## src/verilog/swk_pkg.sv

```systemverilog
// Shared constants and types for the sleep and wakeup sequencer and its CPU end
package swk_pkg;
  // CPU I/O space; address bit 8 is the second bank
  localparam int IO_AW = 9;
  localparam logic [8:0] IOA_SYS_CTRL = 9'h0ff;
  localparam logic [8:0] IOA_WDT_CLEAR = 9'h0e3;
  localparam logic [8:0] IOA_SUPPLY_CTRL = 9'h1e3;
  localparam logic [8:0] IOA_CMP_STATE = 9'h1e4;
  localparam logic [8:0] IOA_DUTY = 9'h1eb;
  localparam logic [7:0] WDT_SLEEP_KEY = 8'h38;
  localparam logic [7:0] BYTE_ZERO = 8'h00;
  // system_status_control fields
  localparam int SYS_SLEEP_BIT = 3;
  localparam int SYS_STOP_BIT = 0;
  // supply_monitor_control fields
  localparam int RLEV_LSB = 4;
  localparam int TRIP_LSB = 0;
  localparam logic [1:0] RLEV_27V = 2'h0;
  localparam logic [1:0] RLEV_30V = 2'h1;
  localparam logic [1:0] RLEV_RESERVED = 2'h2;
  localparam logic [2:0] TRIP_MAX = 3'h3;
  localparam logic [1:0] RLEV_RST = 2'h0;
  localparam logic [2:0] TRIP_RST = 3'h0;
  // Comparator state and duty register fields
  localparam int CMP_PRECISION_RESET_COMPARATOR_BIT = 0;
  localparam int CMP_LVD_BIT = 1;
  localparam int DUTY_LSB = 6;
  localparam logic [1:0] DUTY_RST = 2'h0;
  // Monitor on/off periods in low-speed clock periods
  localparam logic [9:0] DUTY_P128 = 10'h080;
  localparam logic [9:0] DUTY_P512 = 10'h200;
  localparam logic [9:0] DUTY_P32 = 10'h020;
  localparam logic [9:0] DUTY_P8 = 10'h008;
  // Low-speed clock counts
  localparam logic [15:0] SLEEP_TIMER_TICKS = 16'h0200;
  localparam logic [1:0] OSC_RECOVERY_TICKS = 2'h3;
  // Wakeup time bounds, interrupt to running CPU
  localparam int CLK_PERIOD_NS = 5;
  localparam int WAKE_MIN_US = 75;
  localparam int WAKE_MAX_US = 105;
  localparam int WAKE_MIN_CYC = (WAKE_MIN_US * 1000 + CLK_PERIOD_NS - 1) / CLK_PERIOD_NS;
  localparam int WAKE_MAX_CYC = (WAKE_MAX_US * 1000) / CLK_PERIOD_NS;
  // APB map of the CPU end
  localparam logic [7:0] APB_CMD = 8'h00;
  localparam logic [7:0] APB_STATUS = 8'h04;
  localparam logic [7:0] APB_FLAGS = 8'h08;
  localparam int CMD_ADDR_LSB = 0;
  localparam int CMD_DATA_LSB = 8;
  localparam int CMD_READ_BIT = 16;
  localparam int FLG_GIE_BIT = 0;
  localparam int FLG_XIO_BIT = 1;
  localparam int STS_HALTED_BIT = 0;
  localparam int STS_RESUMED_BIT = 1;
  localparam int STS_ISR_BIT = 2;
  localparam int STS_RDATA_LSB = 8;
  localparam logic [31:0] WORD_ZERO = 32'h0000_0000;
  // Sequencer states
  typedef enum logic [5:0] {
    SEQ_RUN = 6'b000001,
    SEQ_HALT_WAIT = 6'b000010,
    SEQ_ASLEEP = 6'b000100,
    SEQ_SYNC = 6'b001000,
    SEQ_PWRUP = 6'b010000,
    SEQ_SETTLE = 6'b100000
  } swk_seq_e;
endpackage : swk_pkg

```

## src/verilog/swk_if.sv

```systemverilog
// Halt handshake and I/O access between the sequencer and the CPU core
`timescale 1ns/100ps
interface swk_if;
  logic halt_request;
  logic halt_acknowledge;
  logic [8:0] io_addr;
  logic [7:0] io_wdata;
  logic io_wr;
  logic io_rd;
  logic [7:0] io_rdata;
  logic irq_pending;
  modport dev (
    output halt_request, io_rdata, irq_pending,
    input halt_acknowledge, io_addr, io_wdata, io_wr, io_rd
  );
  modport cpu (
    input halt_request, io_rdata, irq_pending,
    output halt_acknowledge, io_addr, io_wdata, io_wr, io_rd
  );
endinterface : swk_if

```

## src/verilog/swk_sequencer.sv

```systemverilog
// Sleep and wakeup sequencer, device end of the halt handshake
`timescale 1ns/100ps
// Functional notes
// - Watchdog-clear write clears watchdog; key clears timer
// - Sleep only via sleep bit; interrupt wakes
// - Supply monitor duty-cycled while asleep
// - Low-speed oscillator runs throughout sleep
// - Any unmasked interrupt wakes, enable flag ignored
// - Firmware keeps stop bit clear to resume
// - Force internal clock; three-tick oscillator recovery
// - External oscillator is never powered down
// - CPU runs next instruction before service routine
// - Sleep timer interrupt fires periodically always
// - Sleep bit raises halt request at once
// - Acknowledge, then power-down one half-cycle later; here one pclk cycle later
// - Power-down stops flash, oscillator, filter, bandgap
// - Wake interrupt synchronised on low-speed falling edge
// - Next low-speed rising edge negates power-down
// - Following rising edge samples settled comparators
// - Next falling edge drops halt; CPU resumes
// - Wakeup time stays within 75 to 105 us; here two to three low-speed periods, about 61 to 92 us at the bench clock
// - Supply-monitor control only in second I/O bank
// - Reset level selects trip or no reset
// - Trip level codes 000 to 011 valid only
// - Duty field picks 128, 512, 32, 8 periods
// - Firmware writes bit 3 to request sleep
module swk_sequencer (
  // Clock and reset
  input wire logic pclk,
  input wire logic presetn,
  // CPU core side
  swk_if.dev cpu,
  // Low-speed clock as a synchronous level, and unmasked interrupts
  input wire logic lsclk,
  input wire logic irq_unmasked,
  // Supply monitor comparators
  input wire logic precision_reset_comparator_cmp,
  input wire logic lvd_cmp,
  // Power and clock control
  output logic chip_power_down,
  output logic lowspeed_osc_en,
  output logic clk_force_internal,
  output logic internal_osc_stable,
  output logic monitor_enable,
  // Supply monitor settings and results
  output logic [1:0] reset_level_select,
  output logic [2:0] trip_level_select,
  output logic precision_reset_req,
  output logic low_supply_detector,
  // Timers
  output logic watchdog_clear,
  output logic sleep_timer_clear,
  output logic sleep_timer_irq
);

  // Period of the monitor duty cycle for a field code
  function automatic logic [9:0] duty_period(input logic [1:0] code);
    case (code)
      2'h0: duty_period = swk_pkg::DUTY_P128;
      2'h1: duty_period = swk_pkg::DUTY_P512;
      2'h2: duty_period = swk_pkg::DUTY_P32;
      default: duty_period = swk_pkg::DUTY_P8;
    endcase
  endfunction : duty_period

  swk_pkg::swk_seq_e state_ff;
  logic ls_q_ff, halt_req_ff, pd_ff, wake_pend_ff, sleep_ff, stop_ff;
  logic mon_ff, clk_force_ff, osc_stable_ff, wdt_clr_ff, st_clr_ff, st_irq_ff, osc_en_ff;
  logic cmp_precision_reset_comparator_ff, cmp_lvd_ff, precision_reset_comparator_req_ff, lvd_out_ff, irq_pend_ff;
  logic [1:0] rlev_ff, duty_ff, osc_cnt_ff;
  logic [2:0] trip_ff;
  logic [9:0] duty_cnt_ff;
  logic [15:0] st_cnt_ff;
  logic [7:0] rdata_ff, nxt_rdata;
  logic ls_rise, ls_fall, wr_sys, wr_wdt, wr_sup, wr_duty, wdt_key, sleep_req;
  logic go_halt, go_pd, go_sync, go_pwrup, go_settle, go_run, cmp_upd;

  // Edges of the low-speed clock, which is sampled as a plain input
  assign ls_rise = lsclk & ~ls_q_ff;
  assign ls_fall = ~lsclk & ls_q_ff;

  // I/O decode; bank 2 registers need address bit 8 set
  assign wr_sys = cpu.io_wr && (cpu.io_addr == swk_pkg::IOA_SYS_CTRL);
  assign wr_wdt = cpu.io_wr && (cpu.io_addr == swk_pkg::IOA_WDT_CLEAR);
  assign wr_sup = cpu.io_wr && (cpu.io_addr == swk_pkg::IOA_SUPPLY_CTRL);
  assign wr_duty = cpu.io_wr && (cpu.io_addr == swk_pkg::IOA_DUTY);
  assign wdt_key = wr_wdt && (cpu.io_wdata == swk_pkg::WDT_SLEEP_KEY);
  assign sleep_req = wr_sys && cpu.io_wdata[swk_pkg::SYS_SLEEP_BIT];

  // Sequence steps
  assign go_halt = (state_ff == swk_pkg::SEQ_RUN) && sleep_req;
  assign go_pd = (state_ff == swk_pkg::SEQ_HALT_WAIT) && cpu.halt_acknowledge;
  // Stop bit set keeps the part asleep
  assign go_sync = (state_ff == swk_pkg::SEQ_ASLEEP) && wake_pend_ff && ls_fall
    && !stop_ff;
  assign go_pwrup = (state_ff == swk_pkg::SEQ_SYNC) && ls_rise;
  assign go_settle = (state_ff == swk_pkg::SEQ_PWRUP) && ls_rise;
  assign go_run = (state_ff == swk_pkg::SEQ_SETTLE) && ls_fall;

  // Low-speed clock history
  always_ff @(posedge pclk or negedge presetn) begin
    if (!presetn) begin
      ls_q_ff <= 1'b0;
    end else begin
      ls_q_ff <= lsclk;
    end
  end

  // Sequencer state
  always_ff @(posedge pclk or negedge presetn) begin
    if (!presetn) begin
      state_ff <= swk_pkg::SEQ_RUN;
    end else begin
      case (state_ff)
        swk_pkg::SEQ_RUN: if (go_halt) state_ff <= swk_pkg::SEQ_HALT_WAIT;
        swk_pkg::SEQ_HALT_WAIT: if (go_pd) state_ff <= swk_pkg::SEQ_ASLEEP;
        swk_pkg::SEQ_ASLEEP: if (go_sync) state_ff <= swk_pkg::SEQ_SYNC;
        swk_pkg::SEQ_SYNC: if (go_pwrup) state_ff <= swk_pkg::SEQ_PWRUP;
        swk_pkg::SEQ_PWRUP: if (go_settle) state_ff <= swk_pkg::SEQ_SETTLE;
        swk_pkg::SEQ_SETTLE: if (go_run) state_ff <= swk_pkg::SEQ_RUN;
        default: state_ff <= swk_pkg::SEQ_RUN;
      endcase
    end
  end

  // Halt request: one level from entry to the last step, never pulsed
  always_ff @(posedge pclk or negedge presetn) begin
    if (!presetn) begin
      halt_req_ff <= 1'b0;
    end else if (go_halt) begin
      halt_req_ff <= 1'b1;
    end else if (go_run) begin
      halt_req_ff <= 1'b0;
    end
  end

  // Chip power-down; the cycle after acknowledge stands in for the falling CPU edge.
  // The external oscillator is not in this set: firmware owns it.
  always_ff @(posedge pclk or negedge presetn) begin
    if (!presetn) begin
      pd_ff <= 1'b0;
    end else if (go_pd) begin
      pd_ff <= 1'b1;
    end else if (go_pwrup) begin
      pd_ff <= 1'b0;
    end
  end

  // Wake request latch; a short timer pulse between low-speed edges is kept
  always_ff @(posedge pclk or negedge presetn) begin
    if (!presetn) begin
      wake_pend_ff <= 1'b0;
    end else if (irq_unmasked || st_irq_ff) begin
      wake_pend_ff <= 1'b1;
    end else if (go_sync || (state_ff == swk_pkg::SEQ_RUN)) begin
      wake_pend_ff <= 1'b0;
    end
  end

  // Sleep and stop bits; hardware clears sleep once the CPU is back
  always_ff @(posedge pclk or negedge presetn) begin
    if (!presetn) begin
      sleep_ff <= 1'b0;
      stop_ff <= 1'b0;
    end else begin
      if (go_halt) begin
        sleep_ff <= 1'b1;
      end else if (go_run) begin
        sleep_ff <= 1'b0;
      end
      if (wr_sys) begin
        stop_ff <= cpu.io_wdata[swk_pkg::SYS_STOP_BIT];
      end
    end
  end

  // Supply monitor settings; reserved codes leave the field unchanged
  always_ff @(posedge pclk or negedge presetn) begin
    if (!presetn) begin
      rlev_ff <= swk_pkg::RLEV_RST;
      trip_ff <= swk_pkg::TRIP_RST;
      duty_ff <= swk_pkg::DUTY_RST;
    end else begin
      if (wr_sup && cpu.io_wdata[swk_pkg::RLEV_LSB +: 2] != swk_pkg::RLEV_RESERVED) begin
        rlev_ff <= cpu.io_wdata[swk_pkg::RLEV_LSB +: 2];
      end
      if (wr_sup && cpu.io_wdata[swk_pkg::TRIP_LSB +: 3] <= swk_pkg::TRIP_MAX) begin
        trip_ff <= cpu.io_wdata[swk_pkg::TRIP_LSB +: 3];
      end
      if (wr_duty) begin
        duty_ff <= cpu.io_wdata[swk_pkg::DUTY_LSB +: 2];
      end
    end
  end

  // Monitor duty cycle while powered down, trading latency for current
  always_ff @(posedge pclk or negedge presetn) begin
    if (!presetn) begin
      duty_cnt_ff <= 10'h000;
      mon_ff <= 1'b1;
    end else if (!pd_ff) begin
      duty_cnt_ff <= 10'h000;
      mon_ff <= 1'b1;
    end else if (ls_rise) begin
      if (duty_cnt_ff >= 10'(duty_period(duty_ff) - 10'h001)) begin
        duty_cnt_ff <= 10'h000;
        mon_ff <= ~mon_ff;
      end else begin
        duty_cnt_ff <= 10'(duty_cnt_ff + 10'h001);
      end
    end
  end

  // Sleep timer runs in every state; the key write restarts it
  always_ff @(posedge pclk or negedge presetn) begin
    if (!presetn) begin
      st_cnt_ff <= 16'h0000;
      st_irq_ff <= 1'b0;
    end else if (wdt_key) begin
      st_cnt_ff <= 16'h0000;
      st_irq_ff <= 1'b0;
    end else begin
      st_irq_ff <= 1'b0;
      if (ls_rise) begin
        if (st_cnt_ff >= 16'(swk_pkg::SLEEP_TIMER_TICKS - 16'h0001)) begin
          st_cnt_ff <= 16'h0000;
          st_irq_ff <= 1'b1;
        end else begin
          st_cnt_ff <= 16'(st_cnt_ff + 16'h0001);
        end
      end
    end
  end

  // Watchdog and timer clear pulses; any data clears the watchdog
  always_ff @(posedge pclk or negedge presetn) begin
    if (!presetn) begin
      wdt_clr_ff <= 1'b0;
      st_clr_ff <= 1'b0;
    end else begin
      wdt_clr_ff <= wr_wdt;
      st_clr_ff <= wdt_key;
    end
  end

  // Clock select force and internal oscillator recovery
  always_ff @(posedge pclk or negedge presetn) begin
    if (!presetn) begin
      clk_force_ff <= 1'b0;
      osc_cnt_ff <= 2'h0;
      osc_stable_ff <= 1'b1;
      osc_en_ff <= 1'b0;
    end else begin
      // Low-speed oscillator stays on in every state, sleep included
      osc_en_ff <= 1'b1;
      clk_force_ff <= go_pd;
      if (pd_ff) begin
        osc_cnt_ff <= 2'h0;
        osc_stable_ff <= 1'b0;
      end else if (ls_rise && !osc_stable_ff) begin
        osc_cnt_ff <= 2'(osc_cnt_ff + 2'h1);
        osc_stable_ff <= (2'(osc_cnt_ff + 2'h1) == swk_pkg::OSC_RECOVERY_TICKS);
      end
    end
  end

  // Comparators follow while awake, hold while unsettled or duty-off
  assign cmp_upd = (state_ff == swk_pkg::SEQ_RUN) || (state_ff == swk_pkg::SEQ_HALT_WAIT)
    || (state_ff == swk_pkg::SEQ_SETTLE) || go_settle
    || ((state_ff == swk_pkg::SEQ_ASLEEP) && mon_ff);
  always_ff @(posedge pclk or negedge presetn) begin
    if (!presetn) begin
      cmp_precision_reset_comparator_ff <= 1'b0;
      cmp_lvd_ff <= 1'b0;
      precision_reset_comparator_req_ff <= 1'b0;
      lvd_out_ff <= 1'b0;
    end else begin
      if (cmp_upd) begin
        cmp_precision_reset_comparator_ff <= precision_reset_comparator_cmp;
        cmp_lvd_ff <= lvd_cmp;
      end
      // Level 11 leaves the comparator readable but raises no reset
      precision_reset_comparator_req_ff <= cmp_precision_reset_comparator_ff && ((rlev_ff == swk_pkg::RLEV_27V)
        || (rlev_ff == swk_pkg::RLEV_30V));
      lvd_out_ff <= cmp_lvd_ff;
    end
  end

  // Read data, one cycle after the read strobe
  always_comb begin
    nxt_rdata = swk_pkg::BYTE_ZERO;
    case (cpu.io_addr)
      swk_pkg::IOA_SYS_CTRL: begin
        nxt_rdata[swk_pkg::SYS_SLEEP_BIT] = sleep_ff;
        nxt_rdata[swk_pkg::SYS_STOP_BIT] = stop_ff;
      end
      swk_pkg::IOA_SUPPLY_CTRL: begin
        nxt_rdata[swk_pkg::RLEV_LSB +: 2] = rlev_ff;
        nxt_rdata[swk_pkg::TRIP_LSB +: 3] = trip_ff;
      end
      swk_pkg::IOA_CMP_STATE: begin
        nxt_rdata[swk_pkg::CMP_PRECISION_RESET_COMPARATOR_BIT] = cmp_precision_reset_comparator_ff;
        nxt_rdata[swk_pkg::CMP_LVD_BIT] = cmp_lvd_ff;
      end
      swk_pkg::IOA_DUTY: nxt_rdata[swk_pkg::DUTY_LSB +: 2] = duty_ff;
      default: nxt_rdata = swk_pkg::BYTE_ZERO;
    endcase
  end
  always_ff @(posedge pclk or negedge presetn) begin
    if (!presetn) begin
      rdata_ff <= swk_pkg::BYTE_ZERO;
      irq_pend_ff <= 1'b0;
    end else begin
      if (cpu.io_rd) begin
        rdata_ff <= nxt_rdata;
      end
      irq_pend_ff <= irq_unmasked || st_irq_ff;
    end
  end

  // Outputs, all from flip-flops; the low-speed oscillator is never gated
  assign cpu.halt_request = halt_req_ff;
  assign cpu.io_rdata = rdata_ff;
  assign cpu.irq_pending = irq_pend_ff;
  assign chip_power_down = pd_ff;
  assign lowspeed_osc_en = osc_en_ff;
  assign clk_force_internal = clk_force_ff;
  assign internal_osc_stable = osc_stable_ff;
  assign monitor_enable = mon_ff;
  assign reset_level_select = rlev_ff;
  assign trip_level_select = trip_ff;
  assign precision_reset_req = precision_reset_comparator_req_ff;
  assign low_supply_detector = lvd_out_ff;
  assign watchdog_clear = wdt_clr_ff;
  assign sleep_timer_clear = st_clr_ff;
  assign sleep_timer_irq = st_irq_ff;

endmodule : swk_sequencer
```

## src/flat_wrapper.sv

```systemverilog
// flat-port wrapper written by rule: the top's interface ports become plain ports
module swk_sequencer_flat 
  (pclk, presetn, lsclk, irq_unmasked, precision_reset_comparator_cmp, lvd_cmp, chip_power_down, lowspeed_osc_en, clk_force_internal, internal_osc_stable, monitor_enable, reset_level_select, trip_level_select, precision_reset_req, low_supply_detector, watchdog_clear, sleep_timer_clear, sleep_timer_irq, cpu_halt_request, cpu_io_rdata, cpu_irq_pending, cpu_halt_acknowledge, cpu_io_addr, cpu_io_wdata, cpu_io_wr, cpu_io_rd);
  swk_if cpu_i ();
  input wire logic pclk;
  input wire logic presetn;
  input wire logic lsclk;
  input wire logic irq_unmasked;
  input wire logic precision_reset_comparator_cmp;
  input wire logic lvd_cmp;
  output logic chip_power_down;
  output logic lowspeed_osc_en;
  output logic clk_force_internal;
  output logic internal_osc_stable;
  output logic monitor_enable;
  output logic [1:0] reset_level_select;
  output logic [2:0] trip_level_select;
  output logic precision_reset_req;
  output logic low_supply_detector;
  output logic watchdog_clear;
  output logic sleep_timer_clear;
  output logic sleep_timer_irq;
  output wire logic [$bits(cpu_i.halt_request)-1:0] cpu_halt_request;
  output wire logic [$bits(cpu_i.io_rdata)-1:0] cpu_io_rdata;
  output wire logic [$bits(cpu_i.irq_pending)-1:0] cpu_irq_pending;
  input wire logic [$bits(cpu_i.halt_acknowledge)-1:0] cpu_halt_acknowledge;
  input wire logic [$bits(cpu_i.io_addr)-1:0] cpu_io_addr;
  input wire logic [$bits(cpu_i.io_wdata)-1:0] cpu_io_wdata;
  input wire logic [$bits(cpu_i.io_wr)-1:0] cpu_io_wr;
  input wire logic [$bits(cpu_i.io_rd)-1:0] cpu_io_rd;
  assign cpu_halt_request = cpu_i.halt_request;
  assign cpu_io_rdata = cpu_i.io_rdata;
  assign cpu_irq_pending = cpu_i.irq_pending;
  assign cpu_i.halt_acknowledge = cpu_halt_acknowledge;
  assign cpu_i.io_addr = cpu_io_addr;
  assign cpu_i.io_wdata = cpu_io_wdata;
  assign cpu_i.io_wr = cpu_io_wr;
  assign cpu_i.io_rd = cpu_io_rd;
  swk_sequencer u_core (.pclk(pclk), .presetn(presetn), .cpu(cpu_i), .lsclk(lsclk), .irq_unmasked(irq_unmasked), .precision_reset_comparator_cmp(precision_reset_comparator_cmp), .lvd_cmp(lvd_cmp), .chip_power_down(chip_power_down), .lowspeed_osc_en(lowspeed_osc_en), .clk_force_internal(clk_force_internal), .internal_osc_stable(internal_osc_stable), .monitor_enable(monitor_enable), .reset_level_select(reset_level_select), .trip_level_select(trip_level_select), .precision_reset_req(precision_reset_req), .low_supply_detector(low_supply_detector), .watchdog_clear(watchdog_clear), .sleep_timer_clear(sleep_timer_clear), .sleep_timer_irq(sleep_timer_irq));
endmodule
```

## config.mk

```make
export PLATFORM = sky130hd
export DESIGN_NAME = swk_sequencer_flat
export DESIGN_NICKNAME = d
export VERILOG_FILES = /design/src/verilog/swk_pkg.sv /design/src/verilog/swk_if.sv /design/src/verilog/swk_sequencer.sv /design/src/flat_wrapper.sv
export SDC_FILE = /design/constraint.sdc
export NUM_CORES = 1
export LEC_CHECK = 0
export BUFFER_PORTS_ARGS = -buffer_cell sky130_fd_sc_hd__buf_2
export CAP_MARGIN = 0
export CORE_UTILIZATION = 45
export CTS_CLUSTER_DIAMETER = 150
export DETAILED_ROUTE_END_ITERATION = 7
export PLACE_DENSITY_LB_ADDON = 0.2
export SYNTH_ARGS = -nofsm -noshare
export SYNTH_HDL_FRONTEND = slang
export SYNTH_SLANG_ARGS = --single-unit
```

## constraint.sdc

```tcl
create_clock -name pclk -period 4.4 [get_ports pclk]
set_input_delay 0.88 -clock pclk [delete_from_list [all_inputs] [get_ports pclk]]
set_output_delay 0.88 -clock pclk [all_outputs]
set_load 0.01 [all_outputs]
```

======== Yosys cells after proc, flatten, opt, wreduce, memory -nomap -nowiden ========
Index checks and enable logic that the tools add are counted.
word-level totals
  register bits after elaboration ......... 66
  input bits .............................. 26
cells by class
  add/sub/neg operators ................... 4
  order comparisons ....................... 3
  equal/unequal tests ..................... 25
  muxes and demuxes ....................... 38
  bitwise gates (word level) .............. 5
  reductions and logical operators ........ 37
operators with widths
  operator                 number
  $mux W10                 5
  $mux W16                 3
  $mux W6                  6
  $pmux W6 S6              1
  $pmux W10 S3             1
  $eq A9 B9 Y1 const B     3
  $logic_and A1 B1 Y1      19
  $eq A9 B8 Y1 const B     2
  $add A16 B1 Y16 const B  1
  $ge A16 B9 Y1 const B    1
  $mux W1                  16
  $ne A2 B1 Y1 const B     6
  $add A10 B1 Y10 const B  1
  $ge A10 B10 Y1           1
  $reduce_bool A2 Y1       5
  $sub A10 B1 Y10 const B  1
  $eq A8 B6 Y1 const B     1
  $mux W2                  4
  $logic_or A1 B1 Y1       7
  $eq A6 B1 Y1 const B     1
  $eq A6 B2 Y1 const B     1
  $eq A6 B3 Y1 const B     1
  $eq A6 B4 Y1 const B     1
  $eq A6 B5 Y1 const B     1
  other kinds (14)         23

======== Longest topological paths before layout ========
Gate-level depths: netlist of the first run.
  depth in word-level cells ............... 9
  gate-level depth with buffers ........... 9

======== Worst setup path before layout of the first run ========
Ideal clock, no wire load.
  kind .................................... input port to flip-flop
  from .................................... input port cpu_io_addr[4]
  to ...................................... register u_core.trip_ff[0], in the netlist u_core.trip_level_select[0]
  setup time .............................. 0.125 ns
  arrival time ............................ 2.091 ns
  data required time ...................... 4.275 ns
  slack ................................... 2.184 ns
  stages on the path ...................... 5
  buffers on the path ..................... 0
  path through ............................ nand4b_4 -> nor4_4 -> nand2_1 -> nor2_1 -> mux2_2
between the ends
  cells in the longest elaborated chain, start to end .. 3
ends and longest elaborated chain
  what                    line                  RTL
  start: declaration      flat_wrapper.sv:27    input wire logic [$bits(cpu_i.io_addr)-1:0] cpu_io_addr;
  $eq A9 B9 Y1            swk_sequencer.sv:85   assign wr_sup = cpu.io_wr && (cpu.io_addr == swk_pkg::IOA_SUPPLY_CTRL);
  $logic_and A1 B1 Y1     swk_sequencer.sv:85
  $logic_and A1 B1 Y1     swk_sequencer.sv:187  if (wr_sup && cpu.io_wdata[swk_pkg::TRIP_LSB +: 3] <= swk_pkg::TRIP_MAX) begin
  end signal: assignment  swk_sequencer.sv:181  trip_ff <= swk_pkg::TRIP_RST;
  end signal: assignment  swk_sequencer.sv:188  trip_ff <= cpu.io_wdata[swk_pkg::TRIP_LSB +: 3];
  end: declaration        swk_sequencer.sv:71   logic [2:0] trip_ff;
Every way passes these cells.
A chain may end at the register's enable or synchronous reset.

======== Final worst setup path of the first run ========
  from .................................... register u_core.duty_ff[0]
  to ...................................... register u_core.mon_ff, in the netlist u_core.monitor_enable
between the ends
  cells in the longest elaborated chain, start to end .. 8
  elaborated cells on any way between the ends .. 10
  those cells by class .................... add/sub (1); order compare (1); eq/ne (3); mux (3); reduce/logical (2)
ends and longest elaborated chain
  what                                  line                  RTL
  start: declaration                    swk_sequencer.sv:70   logic [1:0] rlev_ff, duty_ff, osc_cnt_ff;
  start signal: assignment              swk_sequencer.sv:182  duty_ff <= swk_pkg::DUTY_RST;
  start signal: assignment              swk_sequencer.sv:191  duty_ff <= cpu.io_wdata[swk_pkg::DUTY_LSB +: 2];
  $eq A2 B2 Y1 (tied with other cells)  swk_sequencer.sv:58   case (code)
  $pmux W10 S3 *                        swk_sequencer.sv:58
  $mux W10 *                            swk_sequencer.sv:204  end else if (ls_rise) begin
  $mux W10 *                            swk_sequencer.sv:201  end else if (!pd_ff) begin
  $sub A10 B1 Y10 *                     swk_sequencer.sv:205  if (duty_cnt_ff >= 10'(duty_period(duty_ff) - 10'h001)) begin
  $ge A10 B10 Y1 *                      swk_sequencer.sv:205
  $ne A2 B2 Y1 (no line) *              n/a
  $reduce_and A2 Y1 (no line) *         n/a
  end signal: assignment                swk_sequencer.sv:207  mon_ff <= ~mon_ff;
  end: declaration                      swk_sequencer.sv:68   logic mon_ff, clk_force_ff, osc_stable_ff, wdt_clr_ff, st_clr_ff, st_irq_ff, osc_en_ff;
Mark *: on every way between the ends. The rest lies on a longest branch, timed or not. The select of a mux whose other input is x is not followed.

==> flow_results.org, run 1 <==
** Outcome
- The flow ran to the end, and the final reports show no timing, DRC or antenna violations.

** Global routing
- Global routing consumed, over all layers together, 20.4% of the routing resources.
- The first global-routing pass estimated 12,200 µm of wire.
- Entering global routing, the biggest net connects 42 pins.
- Overflow left after global routing :: 0
- The number of antenna violations at the first check in global routing came to 0.
- The number of global-route vias before repair was approximately 2,500.

** Logic synthesis
- The mapped netlist covers roughly 3400 µm².
- Asr flop ratio synth :: 100%
- Warning count from the yosys run :: 0
- Most used DFF post-synth :: sky130_fd_sc_hd__dfrtp_1
- After synthesis, flip-flops and latches occupy 49.3% of the total area.
- Mapped Cells :: 342
- Dividing the synthesized area by the synthesized cell count gives 9.82 µm².
- The number of different library cells used by synthesis comes to 53.
- Register bit total from synthesis :: 66
- Counting flops with a built-in enable in the synthesized netlist gives 0.

** Die
- Boundary Pins :: slightly above 50
- Die outline width :: 88.4 µm
- Initial standard-cell utilization of the core :: 46.3%
- Full die area :: 7820 µm²
- Vert. Die Dim :: 88.4 µm
- The floorplan has 31 rows.
- Area of the core region :: 7250 µm²

** Cells and area
- Most frequent standard cell in the layout excluding fill and tap cells :: sky130_fd_sc_hd__dfrtp_1
- 0 antenna diodes ended up in the layout.
- Cells with a size suffix above 1 make up 22.0% of the layout.
- After routing the design area is 3850 µm².
- The final layout contains 430 nets.
- FF+latch area :: 1660 µm²
- Area of combinational cells with multiple inputs :: 1590 µm²
- Layout fillers :: 691
- From synthesis to final layout, the design area changed by 14.5%.
- Leading cell types in the layout, fill and taps excluded :: sky130_fd_sc_hd__dfrtp_1, sky130_fd_sc_hd__buf_2, sky130_fd_sc_hd__nand2_1

** STA
- Worst clock skew on the final layout :: 0.00580 ns
- Number of hold violations in the final report :: 0
- Setup violations remaining at the end of the flow were counted as 0.
- Timing-limited maximum frequency :: 411 MHz
- Setup repair after global routing missed its margin :: no
- Relative max-transition margin :: 35.0%
- Slew @ Worst Pin :: 0.975 ns
- The final max-slew violation count was 0.
- Final Critical Period :: 2.43 ns
- In the final timing run, aggregate negative setup slack is 0 ns.
- Post-route clock period utilization :: 55.3%

** Critical path
- Worst-path fanout max :: 9
- The most numerous cell type found on the critical path is sky130_fd_sc_hd__ha_1.
- Walking the worst path, the cells encountered are nand2b_1 -> ha_1 -> ha_1 -> and3_1 -> a31oi_2 -> a21oi_4 -> mux2_2.
- Data on the critical path is required at its endpoint by 4.67 ns.
- Setup CP Type :: flop to flop
- Counting both buffers and inverters, the worst setup path holds a total of 0.
- For the worst setup path, the data arrival time is 2.70 ns.
- In this design, the largest share of critical-path delay is due to compound AO/OA/AOI/OAI gates.
- Category of the worst setup path launch point :: flop
- The largest single stage delay on the critical path is 0.51 ns.
- The largest individual stage delay along the critical path comes from the cell sky130_fd_sc_hd__a31oi_2.
- The worst setup path is captured at a flop.

** Min path
- The tightest min-delay check is of the flop to flop type.

** Clock network
- Number of CTS-inserted buffers :: 9
- Resized Gates After CTS :: 0
- Maximum clock path buffer count :: 2
- In this run the number of H-tree levels came out at 3.
- Setup repair bufs after CTS :: 0
- Clock-pin slew was measured on the worst setup and hold paths at 0.07 ns.
- Clock tree synthesis found a total of 66 sinks.
- Root Buffer Master :: sky130_fd_sc_hd__clkbuf_8
- TritonCTS built the clock tree.
- The clock reaches the later pin of the worst-skew pair after 0.34 ns.
- Hold buffers post-CTS :: 0

** Placement
- Placement-stage cell area :: ~3700 µm²
- The congestion estimate from routability-driven global placement came to 0.911.
- Detailed placement finished with a half-perimeter wire length of ~5000 µm.
- Number of port buffers :: 50

** Power
- IR analysis of the VDD net gives a maximum drop of 0.000215 V.
- Power spread over the standard cell area amounts to ~400 nW/µm².
- For this design the static power due to leakage is 0.00180 µW.

** Run
- Max-cap violations in this run came to 0.

** Routing
- After the first detailed-routing iteration, the DRC count stood at 142.
- The first detailed-routing pass took 4 iterations.
- Remaining antenna violation count after routing :: 0
- The routed layout has 2,683 vias.
- DRC :: 0
- In the final routed layout, each cell accounts on average for roughly 14 µm.
- Using the TritonRoute via totals, the vias-per-cell ratio works out to 5.38.
- Routed Wire Length :: 7220 µm
## path summary, 6_finish.rpt
kind	endpoint	startpoint	slack [ns]	depth (start not counted)
max	u_core.monitor_enable	u_core.duty_ff[0]	1.97	7
min	u_core.low_supply_detector	u_core.cmp_lvd_ff	0.44	0
max reg2reg	u_core.monitor_enable	u_core.duty_ff[0]	1.97	7
min reg2reg	u_core.low_supply_detector	u_core.cmp_lvd_ff	0.44	0
max in group asynchronous	u_core.monitor_enable	presetn	2.82	2
min in group asynchronous	u_core.duty_cnt_ff[9]	presetn	0.66	1
## Yosys cell counts, types with 2 or more instances
cell type	instances	share of area [%]
sky130_fd_sc_hd__and4_1	2	0.52
sky130_fd_sc_hd__nor4b_1	2	0.52
sky130_fd_sc_hd__o21ai_0	20	3.0
sky130_fd_sc_hd__nor4_1	3	0.56
sky130_fd_sc_hd__buf_2	3	0.45
sky130_fd_sc_hd__nand3b_1	4	0.89
sky130_fd_sc_hd__mux2_2	9	3.0
sky130_fd_sc_hd__dfrtp_1	63	47
sky130_fd_sc_hd__or3_1	2	0.37
sky130_fd_sc_hd__xnor2_1	5	1.3
sky130_fd_sc_hd__nand3_1	20	3.0
sky130_fd_sc_hd__dfstp_2	3	2.3
sky130_fd_sc_hd__nor3b_1	2	0.45
sky130_fd_sc_hd__a22oi_1	3	0.67
sky130_fd_sc_hd__nand2b_1	8	1.5
sky130_fd_sc_hd__buf_6	2	0.67
sky130_fd_sc_hd__and2_1	3	0.56
sky130_fd_sc_hd__or2_2	2	0.37
sky130_fd_sc_hd__nor4_2	2	0.74
sky130_fd_sc_hd__nor3_1	16	2.4
sky130_fd_sc_hd__mux2i_1	3	0.89
sky130_fd_sc_hd__a32oi_1	2	0.52
sky130_fd_sc_hd__nor2_1	31	3.5
sky130_fd_sc_hd__xor2_1	5	1.3
sky130_fd_sc_hd__o211ai_1	2	0.45
sky130_fd_sc_hd__nand4_1	9	1.7
sky130_fd_sc_hd__a21boi_0	2	0.45
sky130_fd_sc_hd__nor2b_1	8	1.5
sky130_fd_sc_hd__nand2_1	32	3.6
sky130_fd_sc_hd__and3_1	7	1.3
sky130_fd_sc_hd__clkbuf_1	5	0.56
sky130_fd_sc_hd__a21oi_1	17	2.5
sky130_fd_sc_hd__a31oi_1	6	1.1
sky130_fd_sc_hd__ha_1	9	3.4
sky130_fd_sc_hd__inv_1	12	1.3
## logic make-up (layout without fill, tap and decap cells)
logic type | after synthesis | count (layout) | synth area share, %
AO/OA/AOI/OAI | 60 | 60 | 11.1
AND/OR/NAND/NOR | 161 | 161 | 26.2
other | 1 | 2 | 0.112
XOR/XNOR | 10 | 10 | 2.61
adder cells (fa/ha/maj) | 9 | 9 | 3.35
flip-flops | 66 | 66 | 49.3
multiplexers | 12 | 12 | 3.91
buffers and inverters | 23 | 80 | 3.43
## final cells by class
class | count | share of cell area, %
flip-flops and latches | 66 | 43.0
multi-input cells | 254 | 41.4
repair buffers | 52 | 6.89
clock buffers | 14 | 3.97
well taps | 99 | 3.22
inverters | 12 | 1.17
clock inverters | 2 | 0.325
## report_power, final
group | total, µW | internal, µW | switching (µW)
clock | 442 | 220 | 222
sequential | 771 | 680 | 90.9
combinational | 290 | 135 | 154
total | 1500 | 1040 | 467
## routing by layer
layer / global-route usage (%) / up-vias / part of all wire (%)
li1: - / 1325 / -
met1: 28.7 / 1291 / 48
met2: 31.0 / 54 / 46
met3: 3.54 / 13 / 3.7
met4: 9.09 / 0 / 2.1
met5: 0 / - / 0
## worst register-to-register path, delay by kind of cell, from the launching register on
family	cells	cell delay, ns
simple gates	2	0.36
flops	1	0.44
mux	1	0.32
fa+ha+maj	2	0.58
compound gates	2	0.66
## registers in the layout (all words and copies together), names as in the netlist, 2 cells and up
name,flops
u_core.trip_level_select,3
u_core.cpu.io_rdata,8
u_core.reset_level_select,2
u_core.state_ff,6
u_core.duty_cnt_ff,10
u_core.duty_ff,2
u_core.osc_cnt_ff,2
u_core.st_cnt_ff,16
## stage by stage
step	utilization (%)	hold slack, ns	setup slack [ns]	total power [µW]	std cells
after detailed placement	50.8	0.424	1.81	1070	483
after CTS	53.0	0.440	1.97	1520	499
after global placement	50.8	0.412	1.86	1070	483
final	53.0	0.437	1.97	1500	499
after floorplan	-	0.369	2.18	968	343
after global routing	53.0	0.450	1.84	1600	499
(Power assumes the default switching activity.)
==> inputs of run 2 (changes only) <==
- clock period: 4.4 -> 2.35 ns (I/O delays scaled with it)
==> run 2 against run 1 <==
Final cell count increased by 1.4%; combinational power increased by 89%; fmax increased by 13%; via count increased by 0.78%; clock power increased by 93%; critical endpoint unchanged; global-route usage decreased by 0.42 points; die area unchanged; critical path type unchanged; cell area increased by 2.1%; clock skew decreased by 0.00051 ns.
==> flow_results.org, run 2 (same netlist as run 1, synthesis figures left out) <==
** Clock network
- The number of clock buffers added by TritonCTS is 9.
- Root Buffer Master :: sky130_fd_sc_hd__clkbuf_8
- TritonCTS built the clock tree.
- The H-tree was split into 3 levels.
- The clock drives 66 sinks.
- Latest clock arrival within the worst-skew pair :: 0.34 ns
- Setup repair bufs after CTS :: 0
- Clock-pin slew was measured on the worst setup and hold paths at 0.07 ns.
- Maximum clock path buffer count :: 2

** STA
- Setup repair after global routing left no endpoint under its margin.
- Timing-limited maximum frequency :: approximately 460 MHz
- Setup violations remaining at the end of the flow were counted as 0.
- The final max-slew violation count came to 0.
- Setup total negative slack :: 0 ns
- The tightest hold path in the finished design has a slack of 0.124 ns.
- Post-route clock period utilization :: between 90 and 100%
- For the final database, setup skew stands at 0.00529 ns.
- The number of endpoints with negative hold slack in the final report came to 0.
- Final Critical Period :: 2.16 ns

** Routing
- In this run the remaining antenna-violating nets after routing total 0.
- DRC :: 0
- Routed Wire Length :: 7190 µm
- Dividing the detail-routed via count by the number of cells gives roughly 5.3.
- Top routing layer in use :: met4
- Before antenna repair, the detailed router went through 4 iterations.
- Met1 routed wirelength after detailed routing :: 3610 µm
- WL/cell :: 14.2 µm
- Wire length on met2 :: 3230 µm
- The final route contains 2,704 vias.
- Detailed routing placed a total of 252 µm of wire on met3.
- Violation count after the first detailed-route iteration :: between 100 and 150

** Global routing
- Entering global routing, the biggest net connects 67 pins.
- Global routing used 20.0% of the available tracks across all layers.
- Overflow left after global routing :: 0
- Number of global-route vias before repair :: 2,546
- The number of antenna violations at the first check in global routing came to 0.
- The first global-routing pass estimated ~12,000 µm of wire.

** Placement
- Once detailed placement completed, the half-perimeter wirelength came to 5090 µm.
- Input and output buffers added on the ports amount to 50.
- RePlAce Congestion :: 0.813

** Cells and area
- Max reg flops :: 16
- u_core.st_cnt_ff holds more flip-flops than any other register.
- Number of inserted diodes :: 0
- Cells with a size suffix above 1 make up 24.3% of the layout.
- Most frequent standard cell in the layout excluding fill and tap cells :: sky130_fd_sc_hd__dfrtp_1
- Fill cells in the final layout number 674.
- In the layout the commonest cells are sky130_fd_sc_hd__dfrtp_1, sky130_fd_sc_hd__buf_2, sky130_fd_sc_hd__nand2_1.
- The area growth from synthesis to layout is 16.9%.
- Number of nets in the layout :: 437

** Critical path
- Setup CP Type :: flop to flop
- Signal arrival time at the worst endpoint :: 2.43 ns
- In this run the worst path has a maximum fanout of 9.
- Category of the worst setup path launch point :: flop
- Req. time, crit path :: ~2.6 ns
- Worst-case reg-to-reg path depth :: 9
- The startpoint identified for the worst register-to-register timing path is u_core.duty_ff[1].
- In this run the register-to-register setup slack is approximately 0.19 ns.
- In this run the critical register-to-register path is captured at u_core.monitor_enable.
- STA classifies the critical path endpoint as a flop.

** Power
- For this design the static power due to leakage is 0.00184 µW.
- Final Power :: 2840 µW
- The worst-case IR drop observed on VDD is 0.000320 V.
- Total power density per cell area :: ~720 nW/µm²

** Die
- Initial standard-cell utilization of the core :: 46.3%
- After floorplanning, the core was sized to cover 7250 µm².
- 51 I/O pins were placed.
- The die covers ~7800 µm².
- Vert. Die Dim :: 88.4 µm
- Number of placement rows :: 31
- The die is 88.4 µm wide.

** Run
- Number of max-cap violations :: 0

** Min path
- The tightest min-delay check is of the input port to asynchronous set/reset pin type.

** Outcome
- Result of the run :: finished, final reports clean
==> run 2: how the worst max path moves through the flow <==
| stage | cells after the start | from | endpoint |
|---|---|---|---|
| 2_1_floorplan | 7 | u_core.duty_ff[0] | u_core.monitor_enable |
| 6_report | 9 | u_core.duty_ff[1] | u_core.monitor_enable |
| 5_1_grt | 8 | u_core.duty_ff[0] | u_core.duty_cnt_ff[4] |
| 4_1_cts | 8 | u_core.duty_ff[1] | u_core.duty_cnt_ff[4] |
| 3_3_place_gp | 8 | u_core.duty_ff[1] | u_core.duty_cnt_ff[4] |
| 3_5_place_dp | 8 | u_core.duty_ff[1] | u_core.duty_cnt_ff[4] |
==> run 2: stage by stage <==
stage               util, %  instances  area, µm²  setup WS, ns
floorplan                 -        343       3360         0.181
global placement       51.7        490       3750         0.149
detailed placement     51.7        490       3750        0.0759
CTS                    54.0        506       3920        0.0710
global route           54.2        506       3930        0.0278
finish                 54.2        506       3930         0.192
==> run 2: layer usage <==
layer / vias to the layer above / GRT usage (%)
li1: 1338 / -
met1: 1308 / 27.4
met2: 48 / 30.5
met3: 10 / 5.13
met4: 0 / 7.62
met5: - / 0
==> run 2: final cells by class <==
class | count | area, µm² | area share (%)
multi-input combinational | 254 | 1600 | 40.8
timing repair buffer | 59 | 330 | 8.41
clock inverter | 5 | 30.0 | 0.764
tap | 99 | 124 | 3.15
sequential | 66 | 1660 | 42.2
inverter | 12 | 45.0 | 1.15
clock buffer | 11 | 141 | 3.60
==> run 2: where the power goes <==
part | switching (µW) | total, µW | leakage (µW) | internal [µW]
combinational | 290 | 547 | 0.000902 | 257
sequential | 165 | 1440 | 0.000858 | 1270
clock | 449 | 855 | 0.0000851 | 406
==> run 2: repair_timing <==
action | 4_1_cts | 5_1_grt
hold buffers | 0 | 0
gates resized for setup | 0 | 2
setup endpoints to repair | 0 | 3
==> run 2: worst max-delay path, stage by stage, from the launching register on <==
cell and delay [ns]:
sky130_fd_sc_hd__dfrtp_2 0.44, sky130_fd_sc_hd__nand2_1 0.11, sky130_fd_sc_hd__ha_1 0.15, sky130_fd_sc_hd__inv_1 0.04, sky130_fd_sc_hd__ha_1 0.27, sky130_fd_sc_hd__nand2_1 0.05, sky130_fd_sc_hd__nor2_1 0.22, sky130_fd_sc_hd__nand2_2 0.21
sky130_fd_sc_hd__a21oi_4 0.23, sky130_fd_sc_hd__mux2_2 0.36
==> inputs of run 3 (changes only) <==
- ABC_AREA: default -> 1
- REMOVE_ABC_BUFFERS: default -> 1
==> run 3 against run 2 <==
Global-route usage down 0.92 points; largest power group unchanged; first-iteration DRC count decreased by 18%; synthesized area is 2.7% higher; sequential power grew 3%; critical path depth did not move; critical path type unchanged; fmax grew 1.5%; synthesized cell count increased by 28%; non-clock buffer count is 7 lower; hold slack improved by 0.017 ns; wire length down 2.4%.
==> flow_results.org, run 3 <==
** Outcome
- The run finished with clean final reports.

** Min path
- The worst hold path belongs to the class input port to asynchronous set/reset pin.

** Die
- Die outline width :: 89.6 µm
- Vert. Die Dim :: 89.6 µm
- The initial utilization of the core area, before any placement, comes to a little under half.
- The die covers 8020 µm².
- The floorplan has 31 rows.
- Area of the core region :: between 7000 and 8000 µm²
- Boundary Pins :: 51

** Placement
- The congestion estimate from routability-driven global placement came to about 0.86.
- Input and output buffers added on the ports amount to 50.
- Once placement finished, the instance area stood at 3820 µm².
- The HPWL after detailed placement is around 5200 µm.

** Routing
- Dividing the detail-routed wire length by the instance count gives 11.7 µm.
- The count of nets left with antenna violations once routing finished came out at 0.
- The routed design has 7020 µm of wire.
- The first TritonRoute pass finished after 4 iterations.
- DRC :: 0
- Number of vias per cell after detailed routing :: 4.91
- After the first detailed-routing iteration, the DRC count stood at 100.
- Vias after detailed routing :: 2,940

** Clock network
- Maximum clock path buffer count :: 2
- Post-CTS repair changed the size of 0 cells.
- Latest clock arrival within the worst-skew pair :: 0.33 ns
- After clock tree synthesis, the clock-pin slew on the worst setup and hold paths is 0.07 ns.
- The number of clock buffers added by TritonCTS is 9.
- Buffers inserted to repair hold after CTS numbered 0.
- CTS placed an instance of sky130_fd_sc_hd__clkbuf_8 at the clock tree root.
- TritonCTS built the clock tree.
- Setup repair bufs after CTS :: 0
- The H-tree was split into 3 levels.
- For this design, the sink count on the clock tree is 66.

** Logic synthesis
- Sorting the synthesized cells by how often they occur yields sky130_fd_sc_hd__nand2_1, sky130_fd_sc_hd__dfrtp_1, sky130_fd_sc_hd__inv_1.
- Of the synthesized area, sequential elements account for between 40% and 50%.
- After technology mapping, the gate count stands at between 400 and 500.
- Leading cell types by total area after synthesis :: sky130_fd_sc_hd__dfrtp_1, sky130_fd_sc_hd__nand2_1, sky130_fd_sc_hd__nand3_1
- Yosys printed 0 warnings.
- Average size of a mapped cell :: between 7 and 8 µm²
- The synthesized design contains 0 enable-type register cells.
- Biggest area consumer among synthesized cells :: sky130_fd_sc_hd__dfrtp_1
- Synthesis inferred 66 register bits.
- Among all flip-flop cells after synthesis, the most frequent one is sky130_fd_sc_hd__dfrtp_1.
- Of the post-synthesis cell area, the dominant cell type holds between 40% and 50%.
- The cell area that synthesis handed to floorplanning was 3450 µm².
- Most frequent cell after synthesis :: sky130_fd_sc_hd__nand2_1
- Counting distinct cell types in the post-synthesis netlist gives 35.
- In the synthesized netlist the async set-or-reset flop fraction comes to 100%.

** Power
- IR analysis of the VDD net gives a maximum drop of 0.000357 V.
- Total power density per cell area :: roughly 820 nW/µm²
- Final Power :: about 3300 µW
- For this design the static power due to leakage is 0.00214 µW.

** STA
- Setup total negative slack :: 0 ns
- Number of max-slew violations in the final report :: 0
- Setup repair after global routing missed its margin :: no
- In the finished design, the share of the clock period the worst path needs comes to between 90% and 100%.
- For the final database, setup skew stands at around 0.0085 ns.
- Final setup violation count :: 0
- Final Critical Period :: 2.13 ns
- The number of endpoints with negative hold slack in the final report is 0.
- Timing-limited maximum frequency :: 470 MHz

** Cells and area
- Number of nets in the layout :: 530
- Most frequent standard cell in the layout excluding fill and tap cells :: sky130_fd_sc_hd__nand2_1
- 0 antenna diodes ended up in the layout.
- Layout fillers :: 701
- Relative to the synthesized area, the layout overhead comes to 16.5%.
- The register with the most flip-flops in the layout has 16 of them.
- Leading cell types in the layout, fill and taps excluded :: sky130_fd_sc_hd__nand2_1, sky130_fd_sc_hd__dfrtp_1, sky130_fd_sc_hd__inv_1
- After routing the design area is around 4000 µm².
- The post-route netlist has 19.0% of its cells at a drive strength greater than 1.
- u_core.st_cnt_ff holds more flip-flops than any other register.
- Registers take 1660 µm².
- Utilization after layout :: 54.8%
- Summing all multi-input logic gate instances after layout gives ~1500 µm².

** Critical path
- Req. time, crit path :: 2.60 ns
- Category of the worst setup path launch point :: flop
- Signal arrival time at the worst endpoint :: 2.37 ns
- Along the worst path, the maximum fanout reaches 12.
- Worst setup EP type :: flop
- The critical path is of the flop to flop type.

** Global routing
- The number of global-route vias before repair was 2,694.
- Number of antenna violations at the first check in global routing :: 0
- The first global-routing pass estimated approximately 12,000 µm of wire.
- Entering global routing, the biggest net connects 67 pins.
- Across every metal layer, demand over resource in global routing totals a little under a fifth.
- Overflow left after global routing :: 0

** Run
- Number of max-cap violations :: 0
-- run 3: layout make-up --
type                    instances  area share, %
flip-flops and latches         66           41.2
multi-input cells             304           38.1
repair buffers                 52           6.91
inverters                      62           5.79
clock buffers                  14           4.05
well taps                      99           3.08
clock inverters                 2          0.872
-- run 3: path summary, 6_finish.rpt --
check / from / to / slack [ns] / cells past startpoint
max reg2reg: u_core.duty_ff[0] / u_core.duty_cnt_ff[0] / 0.22 / 9
min reg2reg: u_core.cmp_lvd_ff / u_core.low_supply_detector / 0.43 / 0
min: presetn / u_core.cpu.io_rdata[4] / 0.14 / 2
min in group pclk: lsclk / u_core.ls_q_ff / 0.30 / 1
max in group asynchronous: presetn / u_core.monitor_enable / 1.88 / 2
max: u_core.duty_ff[0] / u_core.duty_cnt_ff[0] / 0.22 / 9
-- run 3: cell families (layout without fill, tap and decap cells) --
logic type | Yosys count | count (layout) | share of synthesized area [%]
adders and majority gates | 9 | 9 | 3.26
buffers and inverters | 68 | 130 | 7.76
DFF | 66 | 66 | 48.0
xor gates and xnor gates | 9 | 9 | 2.28
and+or+nand+nor | 246 | 246 | 32.5
other | 1 | 2 | 0.109
AOI/OAI and AO/OA | 38 | 38 | 6.13
-- run 3: metal layers --
metal	GRT usage (%)	up-vias	wire, µm
met2	31.8	48	3370
met1	25.0	1358	3270
li1	-	1520	-
met5	0	-	0
met3	3.02	14	257
met4	7.65	0	127
-- run 3: per-stage QoR --
stage	worst slack, ns	instances	hold slack, ns
global route	0.000178	599	0.162
global placement	0.332	583	0.418
floorplan	0.519	432	0.174
detailed placement	0.199	583	0.420
finish	0.224	599	0.140
CTS	0.204	599	0.152
-- run 3: power breakdown --
group / internal [µW] / leakage (µW) / switching, µW
Sequential: 1330 / 0.000858 / 156
Combinational: 305 / 0.00118 / 531
Clock: 548 / 0.000101 / 408
-- run 3: worst max-delay path: stages (launching register included) --
cell and delay [ns]:
sky130_fd_sc_hd__dfrtp_1 0.43, sky130_fd_sc_hd__inv_1 0.11, sky130_fd_sc_hd__nand2_1 0.06, sky130_fd_sc_hd__ha_1 0.27, sky130_fd_sc_hd__ha_1 0.32, sky130_fd_sc_hd__nand4_1 0.12, sky130_fd_sc_hd__nand2_1 0.06, sky130_fd_sc_hd__nand2_1 0.05
sky130_fd_sc_hd__nand3_1 0.34, sky130_fd_sc_hd__o21ai_0 0.28
